**src/hw/monitor_id_pkg.sv**
```systemverilog
package monitor_id_pkg;

	// Register pointers
	localparam logic [7:0]  PTR_CONFIG      = 8'h00;
	localparam logic [7:0]  PTR_ALERT       = 8'h06;
	localparam logic [7:0]  PTR_LIMIT       = 8'h07;
	localparam logic [7:0]  PTR_DIE         = 8'hff;

	// Configuration word fields
	localparam int          CFG_SOFT_RST    = 15;
	localparam logic [15:0] CFG_WR_MASK     = 16'h0fff;
	localparam logic [15:0] CFG_RESET       = 16'h0000;
	localparam logic [2:0]  MODE_PWR_DOWN   = 3'h0;
	localparam logic [2:0]  MODE_PWR_DOWN2  = 3'h4;

	// Alert select word fields
	localparam int          AL_SHUNT_OVER   = 15;
	localparam int          AL_SHUNT_UNDER  = 14;
	localparam int          AL_BUS_OVER     = 13;
	localparam int          AL_BUS_UNDER    = 12;
	localparam int          AL_POWER_OVER   = 11;
	localparam int          AL_READY_EN     = 10;
	localparam int          AL_SRC_FLAG     = 4;
	localparam int          AL_DONE_FLAG    = 3;
	localparam int          AL_OVF_FLAG     = 2;
	localparam int          AL_POLARITY     = 1;
	localparam int          AL_LATCH        = 0;
	localparam logic [15:0] AL_WR_MASK      = 16'hfc03;
	localparam logic [15:0] AL_RESET        = 16'h0000;
	localparam logic [15:0] LIMIT_RESET     = 16'h0000;

	// Die identity layout
	localparam int          DIE_PART_LSB    = 4;
	localparam int          DIE_PART_W      = 12;
	localparam int          DIE_REV_W       = 4;

	// Register access request from the serial front end
	typedef struct packed {
		logic        wr;
		logic        rd;
		logic [7:0]  ptr;
		logic [15:0] wdata;
	} reg_req_t;

	// Results of one finished conversion
	typedef struct packed {
		logic        done;
		logic        ovf;
		logic [15:0] shunt;
		logic [15:0] bus;
		logic [15:0] power;
	} meas_t;

endpackage : monitor_id_pkg

```
**src/hw/monitor_id_and_alert_setup.sv**
```systemverilog
`timescale 1ns/1ps
`default_nettype none

module monitor_id_and_alert_setup
	import monitor_id_pkg::*;
#(
	parameter logic [11:0] PART_CODE = 12'h5a5, // Arbitrary value
	parameter logic [3:0]  REV_CODE  = 4'h1     // Arbitrary value
) (
	input  wire logic      i_clock,
	input  wire logic      i_sys_rst,
	input  wire reg_req_t  i_req,
	input  wire meas_t     i_meas,
	output logic [15:0]    o_rdata,
	output logic           o_rvalid,
	output logic [15:0]    o_config,
	output logic           o_alert_out,
	output logic           o_alert_oe
);

	localparam logic [15:0] DIE_WORD = {PART_CODE, REV_CODE}; // Part code on top, revision below

	logic [15:0] cfg_ff;
	logic [15:0] alsel_ff;
	logic [15:0] limit_ff;
	logic        aff_ff;
	logic        conversion_done_flag_ff;
	logic        ovf_ff;
	logic [15:0] rdata_ff;
	logic        rvalid_ff;
	logic        alert_oe_ff;
	logic        alert_out_ff;

	// Access decode
	wire wr_cfg      = i_req.wr && (i_req.ptr == PTR_CONFIG);
	wire wr_alert    = i_req.wr && (i_req.ptr == PTR_ALERT);
	wire wr_limit    = i_req.wr && (i_req.ptr == PTR_LIMIT);
	wire rd_alert    = i_req.rd && (i_req.ptr == PTR_ALERT);
	wire soft_rst    = wr_cfg && i_req.wdata[CFG_SOFT_RST];
	wire [2:0] wmode = i_req.wdata[2:0];
	// Selecting power-down does not disturb the ready flag
	wire cfg_clr     = wr_cfg && !soft_rst && (wmode != MODE_PWR_DOWN) && (wmode != MODE_PWR_DOWN2);

	// Only the highest enabled limit function is compared
	wire en_so = alsel_ff[AL_SHUNT_OVER];
	wire en_su = alsel_ff[AL_SHUNT_UNDER];
	wire en_bo = alsel_ff[AL_BUS_OVER];
	wire en_bu = alsel_ff[AL_BUS_UNDER];
	wire en_po = alsel_ff[AL_POWER_OVER];
	wire sel_so = en_so;
	wire sel_su = en_su && !en_so;
	wire sel_bo = en_bo && !en_so && !en_su;
	wire sel_bu = en_bu && !en_so && !en_su && !en_bo;
	wire sel_po = en_po && !en_so && !en_su && !en_bo && !en_bu;

	// Shunt readings are signed; bus and power are unsigned magnitudes
	wire fault = (sel_so && ($signed(i_meas.shunt) > $signed(limit_ff)))
		|| (sel_su && ($signed(i_meas.shunt) < $signed(limit_ff)))
		|| (sel_bo && (i_meas.bus > limit_ff))
		|| (sel_bu && (i_meas.bus < limit_ff))
		|| (sel_po && (i_meas.power > limit_ff));

	// Source flag: a new fault wins over a clearing read in the same cycle
	wire aff_set   = i_meas.done && fault;
	wire aff_clr   = alsel_ff[AL_LATCH] ? rd_alert : (i_meas.done && !fault);
	wire nxt_aff   = aff_set || (aff_ff && !aff_clr);
	// Ready flag: set wins over a read or a configuration write, but a soft reset write clears it
	wire nxt_conversion_done_flag  = i_meas.done || (conversion_done_flag_ff && !rd_alert && !cfg_clr);
	wire nxt_ovf   = i_meas.done ? i_meas.ovf : ovf_ff;

	// Pin asserts for the limit flag or, when enabled, conversion ready
	wire alert_act = aff_ff || (alsel_ff[AL_READY_EN] && conversion_done_flag_ff);
	// Open-drain pin pulls low when the active level is low
	wire nxt_alert_oe = alert_act ^ alsel_ff[AL_POLARITY];

	// Read image of the alert word: flags sit in their fixed slots
	wire [15:0] alert_img = {alsel_ff[15:10], 5'h00, aff_ff, conversion_done_flag_ff, ovf_ff, alsel_ff[1:0]};

	// Read mux; unmapped pointers return zero and die word is a constant
	wire [15:0] nxt_rdata = (i_req.ptr == PTR_CONFIG) ? cfg_ff :
		(i_req.ptr == PTR_ALERT) ? alert_img :
		(i_req.ptr == PTR_LIMIT) ? limit_ff :
		(i_req.ptr == PTR_DIE)   ? DIE_WORD : 16'h0000;

	// Configuration word; soft reset self-clears and restores every register
	always_ff @(posedge i_clock or posedge i_sys_rst) begin
		if (i_sys_rst) begin
			cfg_ff <= CFG_RESET;
		end else if (soft_rst) begin
			cfg_ff <= CFG_RESET;
		end else if (wr_cfg) begin
			cfg_ff <= i_req.wdata & CFG_WR_MASK;
		end
	end

	// Alert select and threshold; writes to the die pointer fall through untouched
	always_ff @(posedge i_clock or posedge i_sys_rst) begin
		if (i_sys_rst) begin
			alsel_ff <= AL_RESET;
			limit_ff <= LIMIT_RESET;
		end else if (soft_rst) begin
			alsel_ff <= AL_RESET;
			limit_ff <= LIMIT_RESET;
		end else begin
			if (wr_alert) begin
				alsel_ff <= i_req.wdata & AL_WR_MASK;
			end
			if (wr_limit) begin
				limit_ff <= i_req.wdata;
			end
		end
	end

	// Status flags
	always_ff @(posedge i_clock or posedge i_sys_rst) begin
		if (i_sys_rst) begin
			aff_ff  <= 1'b0;
			conversion_done_flag_ff <= 1'b0;
			ovf_ff  <= 1'b0;
		end else if (soft_rst) begin
			aff_ff  <= 1'b0;
			conversion_done_flag_ff <= 1'b0;
			ovf_ff  <= 1'b0;
		end else begin
			aff_ff  <= nxt_aff;
			conversion_done_flag_ff <= nxt_conversion_done_flag;
			ovf_ff  <= nxt_ovf;
		end
	end

	// Read data and pin, both registered so outputs never glitch
	always_ff @(posedge i_clock or posedge i_sys_rst) begin
		if (i_sys_rst) begin
			rdata_ff     <= 16'h0000;
			rvalid_ff    <= 1'b0;
			alert_oe_ff  <= 1'b0;
			alert_out_ff <= 1'b0;
		end else begin
			rdata_ff     <= i_req.rd ? nxt_rdata : rdata_ff;
			rvalid_ff    <= i_req.rd;
			alert_oe_ff  <= nxt_alert_oe;
			alert_out_ff <= 1'b0;
		end
	end

	assign o_rdata     = rdata_ff;
	assign o_rvalid    = rvalid_ff;
	assign o_config    = cfg_ff;
	assign o_alert_oe  = alert_oe_ff;
	assign o_alert_out = alert_out_ff;
endmodule : monitor_id_and_alert_setup

`default_nettype wire

```
**config.mk**
```make
export PLATFORM = sky130hd
export DESIGN_NAME = monitor_id_and_alert_setup
export DESIGN_NICKNAME = d
export VERILOG_FILES = /design/src/hw/monitor_id_pkg.sv /design/src/hw/monitor_id_and_alert_setup.sv
export SDC_FILE = /design/constraint.sdc
export NUM_CORES = 1
export LEC_CHECK = 0
export BUFFER_PORTS_ARGS = -buffer_cell sky130_fd_sc_hd__clkbuf_2
export CORE_ASPECT_RATIO = 1.75
export CORE_MARGIN = 10
export CORE_UTILIZATION = 35
export DETAILED_ROUTE_END_ITERATION = 8
export GPL_ROUTABILITY_DRIVEN = 0
export RECOVER_POWER = 25
export SLEW_MARGIN = 15
export SYNTH_ARGS = -nofsm -noshare
export SYNTH_HDL_FRONTEND = slang
export SYNTH_SLANG_ARGS = --single-unit
```
**constraint.sdc**
```tcl
create_clock -name i_clock -period 2.1 [get_ports i_clock]
set_clock_uncertainty 0.05 [all_clocks]
set_input_delay 0.42 -clock i_clock [delete_from_list [all_inputs] [get_ports i_clock]]
set_output_delay 0.42 -clock i_clock [all_outputs]
set_load 0.02 [all_outputs]
```
==> results of run 1 <==
-- power by group --
part	switching (W)	internal (W)	total, W	leakage [nW]
sequential	0.0000463	0.00116	0.00121	0.752
combinational	0.000355	0.000293	0.000648	1.51
clock	0.000474	0.00101	0.00149	0.153
-- metal layers --
layer	vias to the layer above	track usage (%)	routed length (um)
met5	-	0	0
met4	0	8.50	474
met3	24	3.25	652
met2	110	27.9	6600
met1	1796	16.8	4830
li1	1844	-	-
-- cell usage after synthesis (all sizes together), types with 4 or more instances --
cell type	number	area share, %
inv	20	2.0
dfrtp	57	38
buf	9	1.7
a22oi	6	1.2
o21ai	17	2.3
nand2	72	7.2
nand3	32	4.3
clkbuf	17	1.7
nand4	11	1.8
a21oi	54	7.3
a21o	5	1.0
a41oi	9	2.1
o211ai	4	0.80
ha	48	16
nand2b	14	2.3
nor2	27	2.7
-- layout make-up --
type / count / share of cell area, %
repair buffers: 153 / 17.5
clock inverters: 2 / 0.669
clock buffers: 14 / 5.23
multi-input cells: 338 / 44.8
well taps: 130 / 3.11
inverters: 20 / 1.43
flip-flops and latches: 57 / 27.2
-- path summary, 6_finish.rpt --
path | end | cells past startpoint | slack, ns
min | o_config[8]$_DFFE_PP0P_ | 3 | 0.30
min reg2reg | o_config[3]$_DFFE_PP0P_ | 2 | 0.46
max | aff_ff$_DFF_PP0_ | 9 | -0.26
max reg2reg | aff_ff$_DFF_PP0_ | 9 | -0.26
min in group asynchronous | o_rdata[12]$_DFFE_PP0P_ | 3 | 0.50
max in group asynchronous | o_rdata[11]$_DFFE_PP0P_ | 3 | 0.62
-- metrics by stage --
stage	instances	util, %	total power [W]	instance area, um^2	setup WS (ns)
floorplan	441	-	0.00157	3880	-0.0905
global placement	695	45.8	0.00183	4840	-0.393
detailed placement	695	45.8	0.00185	4840	-0.421
CTS	713	49.5	0.00338	5230	-0.278
global route	714	49.5	0.00349	5240	-0.387
finish	714	49.5	0.00334	5240	-0.255
-- worst register-to-register path, stage by stage, from the launching register on --
cell                       delay [ns]
sky130_fd_sc_hd__dfrtp_1         0.38
sky130_fd_sc_hd__inv_2           0.07
sky130_fd_sc_hd__ha_1            0.29
sky130_fd_sc_hd__nand2_2         0.07
sky130_fd_sc_hd__or4_4           0.55
sky130_fd_sc_hd__a21oi_2         0.15
sky130_fd_sc_hd__nor2_2          0.05
sky130_fd_sc_hd__or3_1           0.29
sky130_fd_sc_hd__and3_1          0.17
sky130_fd_sc_hd__a211oi_2        0.19
-- cells by family (layout without fill, tap and decap cells) --
kind of cell	after synthesis	in the layout	share of synthesized area (%)
AO/OA/AOI/OAI	105	105	17.1
AND/OR/NAND/NOR	175	175	22.1
multiplexers	4	4	1.10
adder cells (fa/ha/maj)	48	48	16.0
buffers and inverters	46	189	5.37
other	1	5	0.100
flip-flops	57	57	38.0
XOR/XNOR	1	1	0.234
-- what timing repair did --
| action | 4_1_cts | 5_1_grt |
|---|---|---|
| gates resized for setup | 18 | 3 |
| pin swaps | 19 | 1 |
| hold buffers | 0 | 0 |
| endpoints found under the setup margin | 1 | 1 |
| buffers inserted | 3 | 1 |
-- cells in the final DEF (no fill, tap or decap), drive strengths merged, types with 5 or more instances in the layout --
cell type  synthesis  layout
dfrtp             57      57
a21oi             54      54
nand4             11      11
clkbuf            17     122
a21o               5       5
conb               1       5
nand3             32      32
buf                9      45
nand2             72      72
nand2b            14      14
o21ai             17      17
nor2              27      27
a41oi              9       9
inv               20      19
ha                48      48
a22oi              6       6
-- state kept, by name (all words and copies together), names as in the netlist --
| register | count |
|---|---|
| aff_ff | 1 |
| alsel_ff | 8 |
| conversion_done_flag_ff | 1 |
| limit_ff | 16 |
| o_alert_oe | 1 |
| o_config | 12 |
| o_rdata | 16 |
| o_rvalid | 1 |
| ovf_ff | 1 |
==> summary by stage, run 1 <==
Outcome
The run finished, with violations left. The checks that failed: setup timing.

Floorplan
During I/O placement, the number of pins put on the boundary was about 110. From left edge to right edge, the die measures 98.2 um. The initial cell density of the core is between 30% and 40%. The floorplan has 50 rows. The y dimension of the die is about 160 um. The floorplan step defined a core boundary enclosing around 11,000 um^2. The floorplan die area is about 15,000 um^2.

Timing
Across all hold checks on the routed design, the worst slack comes to 0.302 ns. The worst path in the final design needs a cycle of approximately 2.4 ns, including I/O delays and setup. The final number of max-transition violations is 0. After routing, the total negative slack on setup checks comes to -0.255 ns.

The max-slew headroom at the worst pin is under 10%. Setup violations remaining at the end of the flow were counted as 1. Once routing completed, OpenROAD measured the worst setup slack at -0.255 ns. The slew at the pin closest to its max-slew limit is around 1.4 ns.

Setup repair after global routing could not meet its margin everywhere. The highest achievable clock rate is 425 MHz. Of the available clock period, the critical path in the final layout requires 112%. The count of endpoints failing hold in the final timing report is 0.

Logic synthesis
In this run, synthesis inferred 0 flip-flops with an integrated enable. The post-synthesis cell area is between 3000 and 4000 um^2. Yosys printed 0 warnings.

Of all flip-flops after synthesis, the portion carrying an async set or reset was 100%. Of the synthesized area, sequential elements account for about two fifths. The unique cell type count in the Yosys netlist is between 40 and 50.

The average instance in the mapped netlist occupies 8.58 um^2. Synthesis produced between 400 and 500 cells. After synthesis the netlist holds a flip-flop and latch count of between 50 and 60. For this run, the leading register cell type out of synthesis is sky130_fd_sc_hd__dfrtp_1.

CTS
The H-tree was split into 3 levels. Counting every sink on the clock net gives between 50 and 60. The longest clock path from root to sink contains 2 buffers.

The clock tree root buffer cell is sky130_fd_sc_hd__clkbuf_16. The number of buffers created by CTS is 9. The clock slew at the register clock pins of the worst setup and hold paths is approximately 0.05 ns. The later-pin clock latency in the skew report is around 0.32 ns. The CTS tree is done.

Flow run
The max-cap violation count is 0.

Worst setup path
The critical path in this run is classified as flop to flop. The signal on the critical path passes through inv_2 -> ha_1 -> nand2_2 -> or4_4 -> a21oi_2 -> nor2_2 -> or3_1 -> and3_1 -> a211oi_2. The largest individual stage delay along the critical path comes from the cell sky130_fd_sc_hd__or4_4. The endpoint arrival time on the critical path is between 2 and 3 ns. The nature of the critical path startpoint is a flop. Counting both buffers and inverters, the worst setup path holds a total of 1. The delay of the slowest cell on the worst path is between 0.5 and 0.6 ns.

The worst register-to-register path begins at limit_ff[4]$_DFFE_PP0P_. STA puts the critical path data required time at about 2.3 ns. Tracing the worst setup path back leads to its startpoint at limit_ff[4]$_DFFE_PP0P_. The endpoint kind of the worst setup timing path is a flop. In this run the worst path has a maximum fanout of 3. The cell family contributing the most delay on the critical path is simple AND/OR/NAND/NOR gates.

Power and ir drop
Across the VDD grid, the largest voltage drop is a little over 500 uV. Dividing total power by cell area gives a power density of roughly 640 nW/um^2. In this run the static leakage power is around 2.4 nW.

Global routing
The initial antenna violation count is 0. The first global-routing pass estimated 19,500 um of wire. The number of global-route vias before repair came to ~3,800. The total overflow left after global routing is 0.

The total global-route track usage is between 10% and 20%. Entering global routing, the biggest net connects 58 pins.

Finish
The multi-input combinational cells in the finished layout cover a total of ~2300 um^2. The filler cells instantiated in the layout total roughly 1,000. The ratio of cells with drive above 1 in the final layout is between 30% and 40%. The number of nets in the layout is 705. The area growth from synthesis to layout is 39.6%. 0 antenna diodes ended up in the layout. The area used by sequential logic in the layout is 1430 um^2.

Route
The number of design-rule violations left by the first detailed-router iteration is 179. The final wirelength is about 13,000 um. Dividing the detail-routed wire length by the instance count gives between 15 and 20 um. The number of vias in the routed layout is 3,774. Dividing the detail-routed via count by the number of cells gives ~5.3. For this run, design rule violations remaining after detail routing come to 0. The detail route stage leaves a number of antenna-violating nets equal to 0. The first TritonRoute pass finished after 4 iterations.

Worst hold path
The tightest min-delay check is of the input pin to flop type. The critical hold path startpoint is i_req[8].

Placed design
After legalization and detailed placement, the total HPWL measured about 10000 um. During placement, the flow inserted port buffers numbering between 100 and 150.
Note: power is estimated with default switching activity, not from simulation.
==> run 2: changes to the inputs <==
- GPL_ROUTABILITY_DRIVEN: 0 -> 1
- clock period: 2.1 -> 2.7 ns (I/O delays scaled with it)
==> run 2 against run 1 <==
  * The run now ends clean
  * Global-route usage barely moved
  * Total power fell by 24%
  * Flip-flop and latch count did not move
  * Cell count fell by 3.6%
  * Via count fell by 4.4%
  * Count of clock-buffer cells in the layout fell by 2
  * Largest cell class unchanged
==> summary by stage, run 2 (synthesis gave the netlist of run 1 again) <==
Outcome
The flow ran to the end, and the final reports show no timing, DRC or antenna violations.

CTS
The number of sinks on the clock net is 57 (unchanged). The clock tree root buffer cell is sky130_fd_sc_hd__clkbuf_16. The clock slew at the register clock pins of the worst setup and hold paths is 0.06 ns (about the same). The CTS tree is done. The maximum clock insertion buffer count is 2 (unchanged). The later-pin clock latency in the skew report came to 0.33 ns (about the same). The number of buffers created by CTS is 9 (unchanged). The number of levels the H-tree was split into is 3 (unchanged).

Timing
The highest achievable clock rate was 378 MHz (-11%). The count of endpoints failing hold in the final timing report is 0 (unchanged). The worst hold slack across all endpoints is 0.427 ns (+0.125 ns). The shortest clock period the worst path allows after layout was 2.65 ns (+0.294 ns). Setup repair after global routing left no endpoint under its margin. The final number of max-transition violations was 0 (unchanged). The count of final setup violators is 0 (-1). The final critical-path share of the clock period was 98.1% (-14 points).

The slew at the pin closest to its max-slew limit came to 1.48 ns (+0.0289 ns). The max-slew headroom at the worst pin was 1.43% (-1.9 points).

Floorplan
The area inside the core boundary is 10,600 um^2 (unchanged). The number of cell rows is 50 (unchanged). The number of placed I/O pins is 113 (unchanged). The y dimension of the die came to 157 um (unchanged). The floorplan die area is 15,400 um^2 (unchanged). The horizontal die dimension is 98.2 um (unchanged). The initial cell density of the core is 35.5% (unchanged).

Global routing
The maximum number of pins on one net before global-route repair is 58 (unchanged). The total congestion overflow is 0 (unchanged). The number of global-route vias before repair is 3,755 (-1.4%). The initial antenna violation count is 0 (unchanged).

The global-route wire length before repair is 19,400 um (-0.53%). The total global-route track usage came to 15.7% (+0.029 points).

Worst setup path
The path type of the worst setup path is flop to flop. The endpoint arrival time on the critical path is 2.84 ns (+0.29 ns). The worst-path maximum fanout is 3 (unchanged). Traced cell by cell, the critical path runs through inv_2 -> ha_1 -> nand4_1 -> or4_4 -> a21oi_2 -> nor2_1 -> or3_1 -> and3_4 -> a211oi_2.

STA classifies the critical path startpoint as a flop. The worst path required time is 2.89 ns (+0.60 ns). The delay of the slowest cell on the worst path came to 0.64 ns (+0.10 ns).

The worst setup path is captured at a flop. For this design, the slowest cell found on the critical path is sky130_fd_sc_hd__or4_4.

Route
The number of detailed-routing iterations run before antenna repair was 4 (unchanged). The average wire per cell in the routed design was 17.9 um (+1.8%). The final wirelength was 12,300 um (-1.9%).

The number of vias in the routed layout is 3,607 (-4.4%). The number of design-rule violations left by the first detailed-router iteration is 348 (+94%). The average vias per placed instance came to 5.24 (-0.81%).

The remaining number of nets flagged by the antenna check after routing came to 0 (unchanged). The DRC violations left came to 0 (unchanged).

Finish
The library cell used most frequently in the layout, excluding fill and tap cells, is sky130_fd_sc_hd__clkbuf_2. In the layout the commonest cells are sky130_fd_sc_hd__clkbuf_2, sky130_fd_sc_hd__nand2_1, sky130_fd_sc_hd__dfrtp_1. The ratio of cells with drive above 1 in the final layout is 28.7% (-7.5 points). The number of diodes is 0 (unchanged).

The number of nets in the layout is 679 (-3.7%). The final core area utilization is 45.9% (-3.6 points). The layout-stage area growth over the synthesis result is 29.4%. The final non-filler cell total is 688 (-3.6%).

Placed design
The count of input and output buffers is 107 (unchanged). The final RePlAce weighted congestion is 0.903. The sum of net half-perimeters after detailed placement is 9930 um (-0.25%). The number of cells in the design after placement is 668 (-3.9%).

Flow run
The max-cap violation count is 0 (unchanged).

Power and ir drop
The leakage power is 2.25 nW (-6.7%). The maximum VDD drop is 355 uV (-29%). The sum of internal, switching and leakage power was 0.00255 W (-24%). The power per unit of standard cell area is 526 nW/um^2 (-18%).

Worst hold path
The path class of the tightest hold or removal check is input pin to flop.
run 2: final timing paths:
path	slack, ns	cells past startpoint	endpoint	start
worst max-delay path	0.05	9	aff_ff$_DFF_PP0_	limit_ff[13]$_DFFE_PP0P_
max in group asynchronous	1.07	3	o_config[10]$_DFFE_PP0P_	i_sys_rst
worst min register to register	0.45	2	o_config[10]$_DFFE_PP0P_	o_config[10]$_DFFE_PP0P_
worst min-delay path	0.43	3	limit_ff[14]$_DFFE_PP0P_	i_req[14]
worst max register to register	0.05	9	aff_ff$_DFF_PP0_	limit_ff[13]$_DFFE_PP0P_
min in group asynchronous	0.63	3	o_alert_oe$_DFF_PP0_	i_sys_rst
run 2: layout make-up:
type / instances / area [um^2]
Tap cell: 130 / 163
Sequential cell: 57 / 1430
Clock buffer: 12 / 267
Clock inverter: 4 / 50.0
Multi-Input combinational cell: 338 / 2190
Fill cell: 1069 / 5720
Inverter: 20 / 75.1
Timing Repair Buffer: 127 / 679
run 2: worst max-delay path: cells and delay by family, from the launching register on:
family                     cells  cell delay, ns
adders and majority gates      1            0.29
AOI/OAI and AO/OA              2            0.32
DFF                            1            0.37
buffers and inverters          1            0.06
and+or+nand+nor                5            1.47
run 2: stage by stage:
step	setup TNS (ns)	cell area, um^2	setup slack (ns)
4_1_cts	0	4780	0.0971
3_5_place_dp	-0.155	4460	-0.155
6_report	0	4850	0.0510
3_3_place_gp	-0.0845	4460	-0.0845
5_1_grt	0	4850	0.0164
2_1_floorplan	0	3760	0.210
run 2: power breakdown:
part,switching (W),total [W],internal [W]
registers,0.0000400,0.000943,0.000903
clock network,0.000386,0.00117,0.000786
logic,0.000250,0.000436,0.000187
total,0.000676,0.00255,0.00188
run 2: routing by layer:
metal / up-vias / share of wire [%] / GRT usage [%]
li1: 1797 / - / -
met1: 1667 / 38 / 16.6
met2: 116 / 53 / 28.4
met3: 27 / 5.2 / 3.34
met4: 0 / 3.4 / 8.29
met5: - / 0 / 0
run 2: timing repair:
action,CTS,global route
endpoints found under the setup margin,1,1
hold buffers,0,0
setup buffers,0,4
pin swaps,2,3
gates resized for setup,0,9
endpoints found under the hold margin,0,0
==> run 3: changes to the inputs <==
- CORE_ASPECT_RATIO: 1.75 -> 1.4
- GPL_TIMING_DRIVEN: default -> 0
==> run 3 against run 2 <==
  * Via count increased by 4.0%
  * Sequential share of layout area about the same
  * Die area fell by 0.68%
  * Total power shrank 5.1%
  * Sequential power about the same
  * Worst hold slack got worse by 0.15 ns
  * Global-route usage is 0.64 points higher
  * Clock power shrank 11%
  * Register-to-register slack got worse by 0.02 ns
  * Flip-flop and latch count unchanged
  * Highest routed layer unchanged
==> summary by stage, run 3 (synthesis gave the netlist of run 1 again) <==
Power and ir drop
The maximum VDD drop came to 347 uV (-2.5%). The leakage power is 2.25 nW (-0.17%). The sum of internal, switching and leakage power is 0.00242 W (-5.1%).

The power per unit of standard cell area is 500 nW/um^2 (-5.0%).

Timing
The highest achievable clock rate was 375 MHz (-0.74%). The shortest clock period the worst path allows after layout is 2.67 ns (+0.0197 ns). The max-slew headroom at the worst pin is 19.6% (+18 points). The final number of max-transition violations is 0 (unchanged). The slew at the pin closest to its max-slew limit is 1.20 ns (-0.274 ns). The count of final setup violators is 0 (unchanged).

The worst hold slack across all endpoints is 0.277 ns (-0.150 ns). The count of endpoints failing hold in the final timing report is 0 (unchanged). The final critical-path share of the clock period came to 98.8% (+0.73 points). The worst-case setup margin in the final layout came to 0.0313 ns (-0.0197 ns).

Global routing
The total congestion overflow is 0 (unchanged). The number of global-route vias before repair came to 3,894 (+3.7%). The total global-route track usage is 16.3% (+0.64 points). The initial antenna violation count came to 0 (unchanged). The maximum number of pins on one net before global-route repair is 58 (unchanged). The global-route wire length before repair was 19,600 um (+0.96%).

Route
The average wire per cell in the routed design is 18.2 um (+1.6%). The number of vias in the routed layout is 3,752 (+4.0%). The remaining number of nets flagged by the antenna check after routing is 0 (unchanged). The final wirelength is 12,900 um (+4.5%). The number of design-rule violations left by the first detailed-router iteration is 262 (-25%). The number of detailed-routing iterations run before antenna repair is 5 (+1). The DRC violations left came to 0 (unchanged). The average vias per placed instance is 5.30 (+1.1%).

Finish
The ratio of cells with drive above 1 in the final layout was 26.7% (-2.0 points). The number of diodes is 0 (unchanged). The final core area utilization came to 46.6% (+0.69 points). In the layout the commonest cells are sky130_fd_sc_hd__clkbuf_2, sky130_fd_sc_hd__nand2_1, sky130_fd_sc_hd__dfrtp_1.

The number of nets in the layout is 691 (+1.8%). The area growth from synthesis to layout is 29.3%. The finished layout cell area is 4850 um^2 (-0.10%). The commonest non-fill, non-tap cell in the layout is sky130_fd_sc_hd__clkbuf_2. The number of filler cells placed in the layout was 1,046 (-2.2%).

Floorplan
The y dimension of the die is 142 um (-9.2%). The number of placed I/O pins is 113 (unchanged). The area inside the core boundary is 10,400 um^2 (-1.6%). The horizontal die dimension is 107 um (+9.4%). The initial cell density of the core is 36.0% (+0.57 points). The number of cell rows is 44 (-12%).

The floorplan die area is 15,300 um^2 (-0.68%).

Worst setup path
The worst-path maximum fanout came to 4 (+1). The critical path is of the flop to flop type. The worst path required time is 2.90 ns (about the same). The length in cells of the worst reg-to-reg path was 9 (unchanged).

The worst setup path is captured at a flop. The nature of the critical path startpoint is a flop. The endpoint arrival time on the critical path is 2.87 ns (+0.03 ns).

Placed design
The worst slack at placement is -0.227 ns (-0.0727 ns). The total cell area at the placement stage is 4480 um^2 (+0.25%). The count of input and output buffers was 107 (unchanged). The final RePlAce weighted congestion is 0.867 (-4.1%). The sum of net half-perimeters after detailed placement was 10,100 um (+1.8%).

CTS
The number of sinks on the clock net is 57 (unchanged). The later-pin clock latency in the skew report is 0.33 ns (about the same). The clock slew at the register clock pins of the worst setup and hold paths was 0.05 ns (about the same).

The tree is rooted in a sky130_fd_sc_hd__clkbuf_16. The CTS tree is done. The number of levels the H-tree was split into is 3 (unchanged).

The number of hold buffers added after cts came to 0 (unchanged). The number of buffers created by CTS is 9 (unchanged). The maximum clock insertion buffer count is 2 (unchanged).

Outcome
The flow ran to the end, and the final reports show no timing, DRC or antenna violations.

Worst hold path
The worst hold path belongs to the class input pin to flop. The worst hold path stage count is 1 (-2).

Flow run
The max-cap violation count came to 0 (unchanged).
run 3: cell types whose count changed in the layout (fill, tap and decap cells not counted), sizes merged:
| cell | change |
|---|---|
| clkinvlp | -2 |
| clkinv | +2 |
| clkbuf | +16 |
| buf | -3 |
| bufinv | -1 |
run 3: final timing paths:
path	startpoint	slack [ns]	endpoint
worst max-delay path	limit_ff[15]$_DFFE_PP0P_	0.03	aff_ff$_DFF_PP0_
worst min-delay path	i_req[24]	0.28	o_rvalid$_DFF_PP0_
worst max register to register	limit_ff[15]$_DFFE_PP0P_	0.03	aff_ff$_DFF_PP0_
worst min register to register	o_config[4]$_DFFE_PP0P_	0.47	o_config[4]$_DFFE_PP0P_
max in group asynchronous	i_sys_rst	1.39	limit_ff[10]$_DFFE_PP0P_
min in group asynchronous	i_sys_rst	0.46	o_alert_oe$_DFF_PP0_
run 3: layout make-up:
class / count / area (um^2) / share of cell area (%)
plain buffers: 26 / 126 / 2.61
clock buffers: 13 / 260 / 5.37
clock inverters: 3 / 15.0 / 0.310
inverters: 20 / 75.1 / 1.55
multi-input cells: 338 / 2190 / 45.2
flip-flops and latches: 57 / 1430 / 29.4
well taps: 138 / 173 / 3.56
repair buffers: 113 / 581 / 12.0
run 3: through the flow:
stage	TNS (ns)	cells
5_1_grt	-0.0225	708
6_report	0	708
4_1_cts	0	702
3_3_place_gp	-4.72	686
3_5_place_dp	-2.70	686
2_1_floorplan	0	441
run 3: timing repair:
action                     CTS  global route
setup buffers                0             6
setup endpoints to repair    1            11
pin swaps                    2             3
gates resized for setup      0            11
run 3: critical path, cell delays in order, from the launching register on:
cell,delay [ns]
sky130_fd_sc_hd__dfrtp_1,0.36
sky130_fd_sc_hd__inv_2,0.09
sky130_fd_sc_hd__ha_4,0.27
sky130_fd_sc_hd__nand4_1,0.24
sky130_fd_sc_hd__or4_4,0.65
sky130_fd_sc_hd__a21oi_4,0.15
sky130_fd_sc_hd__nor2_2,0.05
sky130_fd_sc_hd__or3_1,0.35
sky130_fd_sc_hd__and3_4,0.19
sky130_fd_sc_hd__a211oi_2,0.20
run 3: per-layer routing:
layer  up-vias  track usage, %  part of all wire [%]
met4         0            7.62                   2.7
met2       140            28.9                    51
li1       1812               -                     -
met5         -               0                     0
met1      1780            17.4                    39
met3        20            4.58                   7.4
run 3: power breakdown:
group	switching, W	internal (W)
logic	0.000253	0.000191
registers	0.0000379	0.000904
clock network	0.000374	0.000664
